### config.mk
export PLATFORM = sky130hd
export DESIGN_NAME = tef_top
export DESIGN_NICKNAME = d
export VERILOG_FILES = /design/src/rtl/tef_pkg.sv /design/src/rtl/tef_cond.sv /design/src/rtl/tef_top.sv
export VERILOG_INCLUDE_DIRS = /design/src /design/src/rtl
export SDC_FILE = /design/constraint.sdc
export NUM_CORES = 1
export LEC_CHECK = 0
export BUFFER_PORTS_ARGS = -buffer_cell sky130_fd_sc_hd__buf_4
export CELL_PAD_IN_SITES_DETAIL_PLACEMENT = 1
export CELL_PAD_IN_SITES_GLOBAL_PLACEMENT = 1
export CORE_ASPECT_RATIO = 0.9
export CORE_MARGIN = 2
export CORE_UTILIZATION = 50
export DETAILED_ROUTE_END_ITERATION = 6
export HOLD_SLACK_MARGIN = 0.12
export PLACE_DENSITY_LB_ADDON = 0.1
export SLEW_MARGIN = 15
export SYNTH_ARGS = -nofsm -noshare
export SYNTH_HDL_FRONTEND = slang
export SYNTH_HIERARCHICAL = 1
export SYNTH_SLANG_ARGS = --single-unit
### constraint.sdc
create_clock -name pclk -period 5.4 [get_ports pclk]
set_input_delay 0.81 -clock pclk [delete_from_list [all_inputs] [get_ports pclk]]
set_output_delay 0.81 -clock pclk [all_outputs]
set_load 0.05 [all_outputs]
### src/rtl/tef_regs.svh
`ifndef TEF_REGS_SVH
`define TEF_REGS_SVH
// ----------------------------------------
// sizes
// ----------------------------------------
`define TEF_NCH 4
`define TEF_CW 16
`define TEF_FW 6
`define TEF_FILT_LEN 4
// ----------------------------------------
// register byte offsets
// ----------------------------------------
`define TEF_TMR_STRIDE 8'h40
`define TEF_CTRL1 8'h00
`define TEF_CFG 8'h04
`define TEF_FLAG 8'h08
`define TEF_MASK 8'h0c
`define TEF_MISS 8'h10
`define TEF_CCR0 8'h20
`define TEF_GEN_SET 8'h80
`define TEF_GEN_CLR 8'h84
`define TEF_SYS_STAT 8'h88
`define TEF_SYS_MASK 8'h8c
// ----------------------------------------
// fields
// ----------------------------------------
`define TEF_CEN 0
`define TEF_OPM 3
`define TEF_DIR 4
`define TEF_CMS 5
`define TEF_FLG_UPD 0
`define TEF_FLG_CH0 1
`define TEF_FLG_TRIG 5
`define TEF_CFG_GATED 0
`define TEF_CFG_EPOL 1
`define TEF_CFG_EPSC 2
`define TEF_CFG_TSRC 4
`define TEF_CFG_MSKEN 5
`define TEF_CFG_CAP 8
`define TEF_CFG_IPOL 12
`define TEF_CFG_OPOL 16
`define TEF_CFG_CPSC 20
`define TEF_RST_VAL 32'h0000_0000
`endif

### src/rtl/tef_pkg.sv
package tef_pkg;
`include "tef_regs.svh"
    // ----------------------------------------
    // bus carriers
    // ----------------------------------------
    typedef struct packed {
        logic psel;
        logic penable;
        logic pwrite;
        logic [7:0] paddr;
        logic [31:0] pwdata;
    } tef_apb_req_t;
    typedef struct packed {
        logic pready;
        logic pslverr;
        logic [31:0] prdata;
    } tef_apb_rsp_t;
    // ----------------------------------------
    // per timer carriers
    // ----------------------------------------
    typedef struct packed {
        logic update_event;
        logic [`TEF_NCH-1:0] compare_match;
        logic [`TEF_NCH-1:0] compare_reference;
        logic [`TEF_CW-1:0] counter_value;
        logic master_trigger_output;
        logic external_clock_pin;
        logic external_clock_mask;
        logic [`TEF_NCH-1:0] channel_pin_in;
    } tef_tmr_in_t;
    typedef struct packed {
        logic [7:0] control_one;
        logic count_down;
        logic gated_mode;
        logic slave_trigger_input;
        logic external_trigger_in;
        logic external_trigger_conditioned;
        logic [`TEF_NCH-1:0] channel_capture_prescaled;
        logic [`TEF_NCH-1:0] channel_pin_signal;
        logic [`TEF_NCH-1:0][`TEF_CW-1:0] compare_value;
        logic irq;
    } tef_tmr_out_t;
    // ----------------------------------------
    // state records
    // ----------------------------------------
    typedef struct packed {
        logic prev;
        logic [3:0] fcnt;
        logic lvl;
        logic [2:0] pcnt;
        logic tog;
        logic pulse;
    } tef_cond_st_t;
    typedef struct packed {
        tef_apb_rsp_t apb;
        logic [1:0][7:0] ctrl1;
        logic [1:0][31:0] cfg;
        logic [1:0][`TEF_FW-1:0] flag;
        logic [1:0][`TEF_FW-1:0] mask;
        logic [1:0][`TEF_NCH-1:0] miss;
        logic [1:0][`TEF_NCH-1:0][`TEF_CW-1:0] ccr;
        logic [1:0] gen_en;
        logic [1:0] sys_stat;
        logic [1:0] sys_mask;
        logic [1:0] trig_prev;
        tef_tmr_out_t [1:0] out;
        logic irq_summary;
    } tef_top_st_t;
endpackage : tef_pkg

### src/rtl/tef_cond.sv
`timescale 1ns/1ps
`default_nettype none
`include "tef_regs.svh"
// ----------------------------------------
// input conditioning: polarity, filter,
// edge detect and prescale, in one of two
// orders
// ----------------------------------------
module tef_cond #(
    parameter bit EDGE_FIRST = 1'b0,
    parameter int FILT_LEN = `TEF_FILT_LEN
) (
    input wire logic pclk,
    input wire logic presetn,
    input wire logic sig_in,
    input wire logic invert,
    input wire logic [1:0] psc,
    output logic pulse,
    output logic level
);
    import tef_pkg::*;
    localparam logic [3:0] FTOP = 4'(FILT_LEN - 1);
    tef_cond_st_t s, n;
    logic pol, x, edge_hit, evt;
    logic [2:0] ptop;

    always_comb
    begin
        n = s;
        pol = sig_in ^ invert;
        ptop = (3'h1 << psc) - 3'h1;
        edge_hit = 1'b0;
        evt = 1'b0;
        // edge-first path filters the prescaled toggle
        x = EDGE_FIRST ? s.tog : pol;
        if (EDGE_FIRST)
            edge_hit = pol & ~s.prev;
        if (x == s.lvl)
            n.fcnt = 4'h0;
        else if (s.fcnt >= FTOP)
        begin
            n.lvl = x;
            n.fcnt = 4'h0;
        end
        else
            n.fcnt = s.fcnt + 4'h1;
        if (!EDGE_FIRST)
            edge_hit = n.lvl & ~s.lvl;
        if (edge_hit)
        begin
            if (s.pcnt >= ptop)
            begin
                n.pcnt = 3'h0;
                evt = 1'b1;
            end
            else
                n.pcnt = s.pcnt + 3'h1;
        end
        if (EDGE_FIRST)
        begin
            n.tog = s.tog ^ evt;
            n.pulse = n.lvl ^ s.lvl;
        end
        else
            n.pulse = evt;
        n.prev = pol;
    end

    always_ff @(posedge pclk or negedge presetn)
        if (!presetn)
            s <= '0;
        else
            s <= n;

    assign pulse = s.pulse;
    assign level = s.lvl;
endmodule : tef_cond
`default_nettype wire

### src/rtl/tef_top.sv
`timescale 1ns/1ps
`default_nettype none
`include "tef_regs.svh"
// How it works
// - per-timer irq line, gated by global set/clear enable bits
// - trigger flag on trigger rising edge, either edge when gated
// - per-channel event flags plus an update flag
// - event flags clear on written ones; zeros keep them
// - reading a capture channel's value clears its flag
// - only flags with mask bit one raise the timer irq
// - channel event while its flag is set marks it missed
// - missed bits clear on written ones; zeros keep them
// - each timer's trigger is the other's master trigger, or its own filtered channel 0 level when selected
// - compare pin equals the high-active reference, maybe inverted
// - filters and conditioning all run on the peripheral clock
// - enabled clock mask is anded with the other timer's clock
// - external trigger: polarity, edge, prescale, then filter
// - channel input filtered, edge detected, prescaled, then captured
// - control one holds fields in bits 7..0, upper bits zero
// - single pulse mode clears counter enable at update
// - direction one counts down, only in edge aligned mode
module tef_top #(
    parameter int FILT_LEN = `TEF_FILT_LEN
) (
    input wire logic pclk,
    input wire logic presetn,
    input wire tef_pkg::tef_apb_req_t apb_req,
    output var tef_pkg::tef_apb_rsp_t apb_rsp,
    input wire tef_pkg::tef_tmr_in_t [1:0] tmr_in,
    output var tef_pkg::tef_tmr_out_t [1:0] tmr_out,
    output logic irq_summary
);
    import tef_pkg::*;
    localparam int NCH = `TEF_NCH;
    localparam int FW = `TEF_FW;

    // ----------------------------------------
    // decode helper
    // ----------------------------------------
    function automatic logic off_is(
        input logic [7:0] a,
        input int t,
        input logic [7:0] off
    );
        logic [7:0] base;
        base = 8'(t) * `TEF_TMR_STRIDE;
        return a == (base + off);
    endfunction : off_is

    tef_top_st_t s, n;
    logic setup, acc, wr, rd, hit;
    logic [1:0][FW-1:0] fset, fclr, fkeep, fgone;
    logic [1:0][NCH-1:0] mset, mclr, mkeep, ce;
    logic [1:0][NCH-1:0] cap_pulse, ch_lvl;
    logic [1:0] ext_trig_pulse, ext_trig_in, trig_sel, req, ctl_wr;

    // ----------------------------------------
    // conditioning chains
    // ----------------------------------------
    // all conditioning is clocked by pclk
    for (genvar t = 0; t < 2; t++)
    begin : g_tmr
        // other timer's mask gates this clock pin
        assign ext_trig_in[t] = tmr_in[t].external_clock_pin &
            (~s.cfg[1-t][`TEF_CFG_MSKEN] |
             tmr_in[1-t].external_clock_mask);
        // polarity, edge, prescale, filter
        tef_cond #(.EDGE_FIRST(1'b1), .FILT_LEN(FILT_LEN)) u_ext_trig (
            .pclk(pclk),
            .presetn(presetn),
            .sig_in(ext_trig_in[t]),
            .invert(s.cfg[t][`TEF_CFG_EPOL]),
            .psc(s.cfg[t][`TEF_CFG_EPSC +: 2]),
            .pulse(ext_trig_pulse[t]),
            .level()
        );
        for (genvar c = 0; c < NCH; c++)
        begin : g_ch
            // filter, edge, prescale into capture
            tef_cond #(.EDGE_FIRST(1'b0), .FILT_LEN(FILT_LEN)) u_ch (
                .pclk(pclk),
                .presetn(presetn),
                .sig_in(tmr_in[t].channel_pin_in[c]),
                .invert(s.cfg[t][`TEF_CFG_IPOL + c]),
                .psc(s.cfg[t][`TEF_CFG_CPSC +: 2]),
                .pulse(cap_pulse[t][c]),
                .level(ch_lvl[t][c])
            );
        end
    end

    // ----------------------------------------
    // next state
    // ----------------------------------------
    always_comb
    begin
        n = s;
        setup = apb_req.psel & ~apb_req.penable;
        acc = apb_req.psel & apb_req.penable & s.apb.pready;
        wr = acc & apb_req.pwrite;
        rd = acc & ~apb_req.pwrite;
        hit = 1'b0;
        fset = '0;
        fclr = '0;
        mset = '0;
        mclr = '0;
        ce = '0;
        trig_sel = '0;
        ctl_wr = '0;
        n.apb.pready = setup;
        n.apb.prdata = 32'h0;
        n.apb.pslverr = 1'b0;
        for (int t = 0; t < 2; t++)
        begin
            // trigger from the other timer, or own channel 0 level
            trig_sel[t] = s.cfg[t][`TEF_CFG_TSRC] ? ch_lvl[t][0] :
                tmr_in[1-t].master_trigger_output;
            if (s.cfg[t][`TEF_CFG_GATED])
                fset[t][`TEF_FLG_TRIG] =
                    trig_sel[t] ^ s.trig_prev[t];
            else
                fset[t][`TEF_FLG_TRIG] =
                    trig_sel[t] & ~s.trig_prev[t];
            n.trig_prev[t] = trig_sel[t];
            fset[t][`TEF_FLG_UPD] = tmr_in[t].update_event;
            for (int c = 0; c < NCH; c++)
            begin
                // capture or compare event per channel
                ce[t][c] = s.cfg[t][`TEF_CFG_CAP + c] ?
                    cap_pulse[t][c] : tmr_in[t].compare_match[c];
                fset[t][`TEF_FLG_CH0 + c] = ce[t][c];
                if (s.cfg[t][`TEF_CFG_CAP + c] &&
                    rd && off_is(apb_req.paddr, t,
                    `TEF_CCR0 + 8'(4 * c)))
                    fclr[t][`TEF_FLG_CH0 + c] = 1'b1;
                if (s.cfg[t][`TEF_CFG_CAP + c] && cap_pulse[t][c])
                    n.ccr[t][c] = tmr_in[t].counter_value;
                else if (wr && off_is(apb_req.paddr, t,
                    `TEF_CCR0 + 8'(4 * c)))
                    n.ccr[t][c] = apb_req.pwdata[`TEF_CW-1:0];
            end
            // missed while flag still up
            mset[t] = ce[t] & s.flag[t][`TEF_FLG_CH0 +: NCH];
            if (wr && off_is(apb_req.paddr, t, `TEF_FLAG))
                fclr[t] = fclr[t] | apb_req.pwdata[FW-1:0];
            if (wr && off_is(apb_req.paddr, t, `TEF_MISS))
                mclr[t] = apb_req.pwdata[`TEF_FLG_CH0 +: NCH];
            // set beats clear
            n.flag[t] = (s.flag[t] & ~fclr[t]) | fset[t];
            n.miss[t] = (s.miss[t] & ~mclr[t]) | mset[t];
            if (wr && off_is(apb_req.paddr, t, `TEF_CFG))
                n.cfg[t] = apb_req.pwdata;
            if (wr && off_is(apb_req.paddr, t, `TEF_MASK))
                n.mask[t] = apb_req.pwdata[FW-1:0];
            ctl_wr[t] = wr && off_is(apb_req.paddr, t, `TEF_CTRL1);
            if (ctl_wr[t])
                n.ctrl1[t] = apb_req.pwdata[7:0];
            else if (s.ctrl1[t][`TEF_OPM] && tmr_in[t].update_event)
                n.ctrl1[t][`TEF_CEN] = 1'b0;
            // global enable set and clear
            if (wr && off_is(apb_req.paddr, 0, `TEF_GEN_SET) &&
                apb_req.pwdata[t])
                n.gen_en[t] = 1'b1;
            else if (wr && off_is(apb_req.paddr, 0, `TEF_GEN_CLR) &&
                apb_req.pwdata[t])
                n.gen_en[t] = 1'b0;
            // timer irq: enabled line, masked flags
            req[t] = s.gen_en[t] & (|(s.flag[t] & s.mask[t]));
            n.out[t].irq = req[t];
            n.out[t].control_one = s.ctrl1[t];
            // down only when edge aligned
            n.out[t].count_down = s.ctrl1[t][`TEF_DIR] &
                (s.ctrl1[t][`TEF_CMS +: 2] == 2'h0);
            n.out[t].gated_mode = s.cfg[t][`TEF_CFG_GATED];
            n.out[t].slave_trigger_input = trig_sel[t];
            n.out[t].external_trigger_in = ext_trig_in[t];
            n.out[t].external_trigger_conditioned = ext_trig_pulse[t];
            n.out[t].channel_capture_prescaled = cap_pulse[t];
            // reference xor channel polarity
            n.out[t].channel_pin_signal =
                tmr_in[t].compare_reference ^
                s.cfg[t][`TEF_CFG_OPOL +: NCH];
            n.out[t].compare_value = s.ccr[t];
        end
        // sticky summary: set wins over read clear
        if (rd && off_is(apb_req.paddr, 0, `TEF_SYS_STAT))
            n.sys_stat = 2'h0;
        n.sys_stat = n.sys_stat | {(|mset[1]), (|mset[0])};
        if (wr && off_is(apb_req.paddr, 0, `TEF_SYS_MASK))
            n.sys_mask = apb_req.pwdata[1:0];
        n.irq_summary = |(s.sys_stat & s.sys_mask);

        // ----------------------------------------
        // read mux, built in the setup cycle
        // ----------------------------------------
        // data sampled one cycle before the access edge
        for (int t = 0; t < 2; t++)
        begin
            if (off_is(apb_req.paddr, t, `TEF_CTRL1))
            begin
                hit = 1'b1;
                n.apb.prdata = {24'h0, s.ctrl1[t]};
            end
            else if (off_is(apb_req.paddr, t, `TEF_CFG))
            begin
                hit = 1'b1;
                n.apb.prdata = s.cfg[t];
            end
            else if (off_is(apb_req.paddr, t, `TEF_FLAG))
            begin
                hit = 1'b1;
                n.apb.prdata = 32'(s.flag[t]);
            end
            else if (off_is(apb_req.paddr, t, `TEF_MASK))
            begin
                hit = 1'b1;
                n.apb.prdata = 32'(s.mask[t]);
            end
            else if (off_is(apb_req.paddr, t, `TEF_MISS))
            begin
                hit = 1'b1;
                n.apb.prdata = 32'({s.miss[t], 1'b0});
            end
            for (int c = 0; c < NCH; c++)
            begin
                if (off_is(apb_req.paddr, t, `TEF_CCR0 + 8'(4 * c)))
                begin
                    hit = 1'b1;
                    n.apb.prdata = 32'(s.ccr[t][c]);
                end
            end
        end
        if (off_is(apb_req.paddr, 0, `TEF_GEN_SET) ||
            off_is(apb_req.paddr, 0, `TEF_GEN_CLR))
        begin
            hit = 1'b1;
            n.apb.prdata = 32'(s.gen_en);
        end
        else if (off_is(apb_req.paddr, 0, `TEF_SYS_STAT))
        begin
            hit = 1'b1;
            n.apb.prdata = 32'(s.sys_stat);
        end
        else if (off_is(apb_req.paddr, 0, `TEF_SYS_MASK))
        begin
            hit = 1'b1;
            n.apb.prdata = 32'(s.sys_mask);
        end
        // unmapped access: error, no side effect
        n.apb.pslverr = setup & ~hit;
        if (!setup)
            n.apb.prdata = 32'h0;
        fkeep = s.flag & ~fclr;
        fgone = s.flag & fclr & ~fset;
        mkeep = s.miss & ~mclr;
    end

    // ----------------------------------------
    // state register
    // ----------------------------------------
    always_ff @(posedge pclk or negedge presetn)
        if (!presetn)
            s <= '0;
        else
            s <= n;

    assign apb_rsp = s.apb;
    assign tmr_out = s.out;
    assign irq_summary = s.irq_summary;

    for (genvar t = 0; t < 2; t++)
    begin : g_chk

    end
endmodule : tef_top
`default_nettype wire

==> out/qor.csv <==
stage,metric,value,unit
critical_path,cpPeakStageDelay,0.93,ns
critical_path,critPathArrivalTime,3.80,ns
timing,finalSetupViolCount,0,
die,start_util,0.507,
placement,placedCellCount,2958,
grt,grt_max_degree,133,
timing,setup_tns,0,ns
routing,postRouteAntennaNets,0,
clock_network,cts.sinks,547,
yosys,synthFlopType,dfrtp_1,
grt,overflow,0,
outcome,outcome,"complete, no violations",
critical_path,criticalPathCategory,input port to flip-flop,
timing,worstMarginPinSlew,1.17,ns
grt,grt_pass1_vias,18900,
pwr,ir_drop,0.311,mV
timing,finalCritPeriodShare,0.608,
timing,min_period,3.28,ns
clock_network,cts.path.max_buffers,3,
die,dieArea,51700,um^2
yosys,syn-cell-area,24900,um^2
yosys,synth_cell_types,84,
yosys,yosys_warnings,6,
finish,regArea,13700,um^2
grt,grtUsageTotal,0.312,
die,rows,77,
timing,max_freq,0.305,GHz
yosys,async_flop_share,1.00,
grt,antenna_found_initial,0,
pwr,p_per_area,326,nW/um^2
critical_path,cp-end-kind,flip-flop,
die,die_w,239,um
finish,n_fill_cell,5093,
yosys,synth-seq-cells,547,
timing,slew_headroom,0.220,
timing,slew_viol_final,0,
routing,drt_wl_total,79.5,mm
die,die_height,216,um
finish,instances_no_fill,3062,
routing,dr.pass1.iters,5,
critical_path,cpMaxStageDelayCell,nand3_1,
clock_network,ctsResizeCount,0,
clock_network,cts_buffers,57,
finish,syn_to_final_growth,13.9,%
placement,hpwl,57.1,mm
critical_path,crit_chain,"buf_4, nand2b_1, nor2_2, o21ai_0, nand3_1, a21oi_1",
critical_path,worst_ep_required_time,5.92,ns
timing,fin_skew,0.0277,ns
finish,diodes,0,
finish,multi_input_area,9090,um^2
clock_network,insertion_delay,0.62,ns
yosys,syn_inst,2250,
routing,wire_per_inst,26.0,um
yosys,yosysSeqAreaShare,0.549,
critical_path,worstPathMaxFanout,52,
routing,vias_per_cell,5.77,
clock_network,tritoncts,done,
placement,place.gp.congestion,0.937,
yosys,synth_edf_count,0,
clock_network,htreeDepth,2,
worst_hold_path,hp-class,input port to async pin,
finish,drive_gt1_frac,0.249,
timing,fin_worst_hold_slack,0.230,ns
timing,rsz0062_at_grt,false,
yosys,avgSynthCellArea,11.1,um^2
clock_network,clockRootBuffer,clkbuf_16,
routing,vias,17700,
critical_path,startpoint_type,input port,
placement,io_buffers,315,
clock_network,cts.reportedPaths.clkPinSlew,0.07,ns
clock_network,post_cts_buffers,0,
routing,drc,0,
die,core,49200,um^2
job,maxCapViolCount,0,
grt,grt_pass1_wl,120,mm
clock_network,hold_buffers,0,
die,ios,316,
routing,drt_iter0_markers,1540,
pwr,p_leak,14.2,nW
finish,nets,2508,
timing,hold_viol_final,0,
-- registers in the layout, summed over array words and instances, names as in the netlist --
register                cells
tmr_out                   171
n                         146
s                         101
g_tmr.g_ch.u_ch/s          56
apb_rsp                    34
g_tmr.u_ext_trig/s         16
g_tmr.g_ch.u_ch/level       8
g_tmr.g_ch.u_ch/pulse       8
g_tmr.u_ext_trig/level      2
g_tmr.u_ext_trig/pulse      2
g_tmr.u_ext_trig/x          2
irq_summary                 1
-- logic make-up after synthesis --
family                   count (synthesis)  synth area share
AND/OR/NAND/NOR                        549             0.106
other                                   10           0.00151
flip-flops                             547             0.549
XOR/XNOR                                32            0.0112
multiplexers                           251             0.107
adder cells (fa/ha/maj)                 52            0.0261
buffers and inverters                  383            0.0910
AO/OA/AOI/OAI                          426             0.109
-- through the flow --
step	total power, mW	setup WS (ns)	util	area [um^2]
final	9.27	2.12	0.577	28400
after global placement	5.36	1.65	0.538	26500
after global routing	9.58	1.97	0.577	28400
after CTS	9.35	2.14	0.577	28400
after floorplan	5.03	2.77	-	25000
after detailed placement	5.39	1.50	0.538	26500
-- area by class of cell --
cell class | count | share of cell area
Multi-Input combinational cell | 1330 | 0.320
Clock inverter | 20 | 0.00656
Timing Repair Buffer | 345 | 0.0936
Inverter | 66 | 0.00872
Sequential cell | 547 | 0.482
Tap cell | 671 | 0.0295
Clock buffer | 83 | 0.0597
-- path summary, 6_finish.rpt --
path	end	from	depth (start not counted)	slack (ns)
setup / recovery	apb_rsp[32]$_DFF_PN0_	apb_req[34]	6	2.12
hold / removal	s[352]$_DFFE_PN0P_	presetn	1	0.23
setup reg to reg	n[34]$_DFFE_PN0P_	s[351]$_DFFE_PN0P_	5	2.50
hold reg to reg	tmr_out[159]$_DFF_PN0_	g_tmr[1].u_ext_trig/pulse$_DFF_PN0_	0	0.35
max in group asynchronous	s[340]$_DFF_PN0_	presetn	2	3.99
min in group pclk	tmr_out[159]$_DFF_PN0_	g_tmr[1].u_ext_trig/pulse$_DFF_PN0_	0	0.35
-- report_power, final --
group	switching, mW	internal (mW)
combinational	0.633	0.280
sequential	0.137	4.27
clock	1.64	2.31
-- metal layers --
metal,track usage,wire (um)
met5,0,0
met4,0.104,2750
met3,0.0678,5890
met2,0.491,36800
met1,0.430,34100
-- layout by cell type, fill, tap and decap left out, types with 8 or more instances in the layout --
| master | count |
|---|---|
| xnor2_1 | 20 |
| nand2b_1 | 23 |
| nand4_1 | 8 |
| nor2_1 | 81 |
| clkbuf_1 | 11 |
| o211ai_1 | 14 |
| nor3_1 | 19 |
| o21ai_1 | 39 |
| and3_1 | 10 |
| dfrtp_1 | 547 |
| nand2_1 | 287 |
| o22ai_2 | 8 |
| clkinv_2 | 13 |
| a21o_1 | 20 |
| mux2_2 | 89 |
| a22oi_1 | 33 |
| ha_1 | 52 |
| nand2b_4 | 8 |
| nor2b_1 | 10 |
| clkbuf_8 | 13 |
| clkbuf_16 | 59 |
| a22o_1 | 9 |
| a31oi_1 | 15 |
| or2_2 | 12 |
| or3_1 | 9 |
| mux2i_1 | 154 |
| buf_4 | 339 |
| a21oi_1 | 60 |
| conb_1 | 20 |
| xor2_1 | 12 |
| nand3_1 | 41 |
| o22ai_1 | 15 |
| inv_1 | 65 |
| o21ai_0 | 150 |
-- synth_stat cells, drive strengths merged (31+ instances only) --
library cell,number,share of area
nor2,86,0.013
nand2b,31,0.010
a21oi,60,0.012
mux2,94,0.042
a22oi,33,0.0099
ha,52,0.026
dfrtp,547,0.55
nand3,41,0.0082
clkbuf,65,0.0098
inv,66,0.0099
mux2i,154,0.062
nand2,287,0.043
o21ai,189,0.038
buf,252,0.071
-- critical path: cells and delay by family --
family | cells | cell delay (ns)
AOI/OAI and AO/OA | 2 | 1.01
and+or+nand+nor | 3 | 1.42
buffers and inverters | 1 | 0.53
No activity file was read; power rests on OpenSTA's default activity.
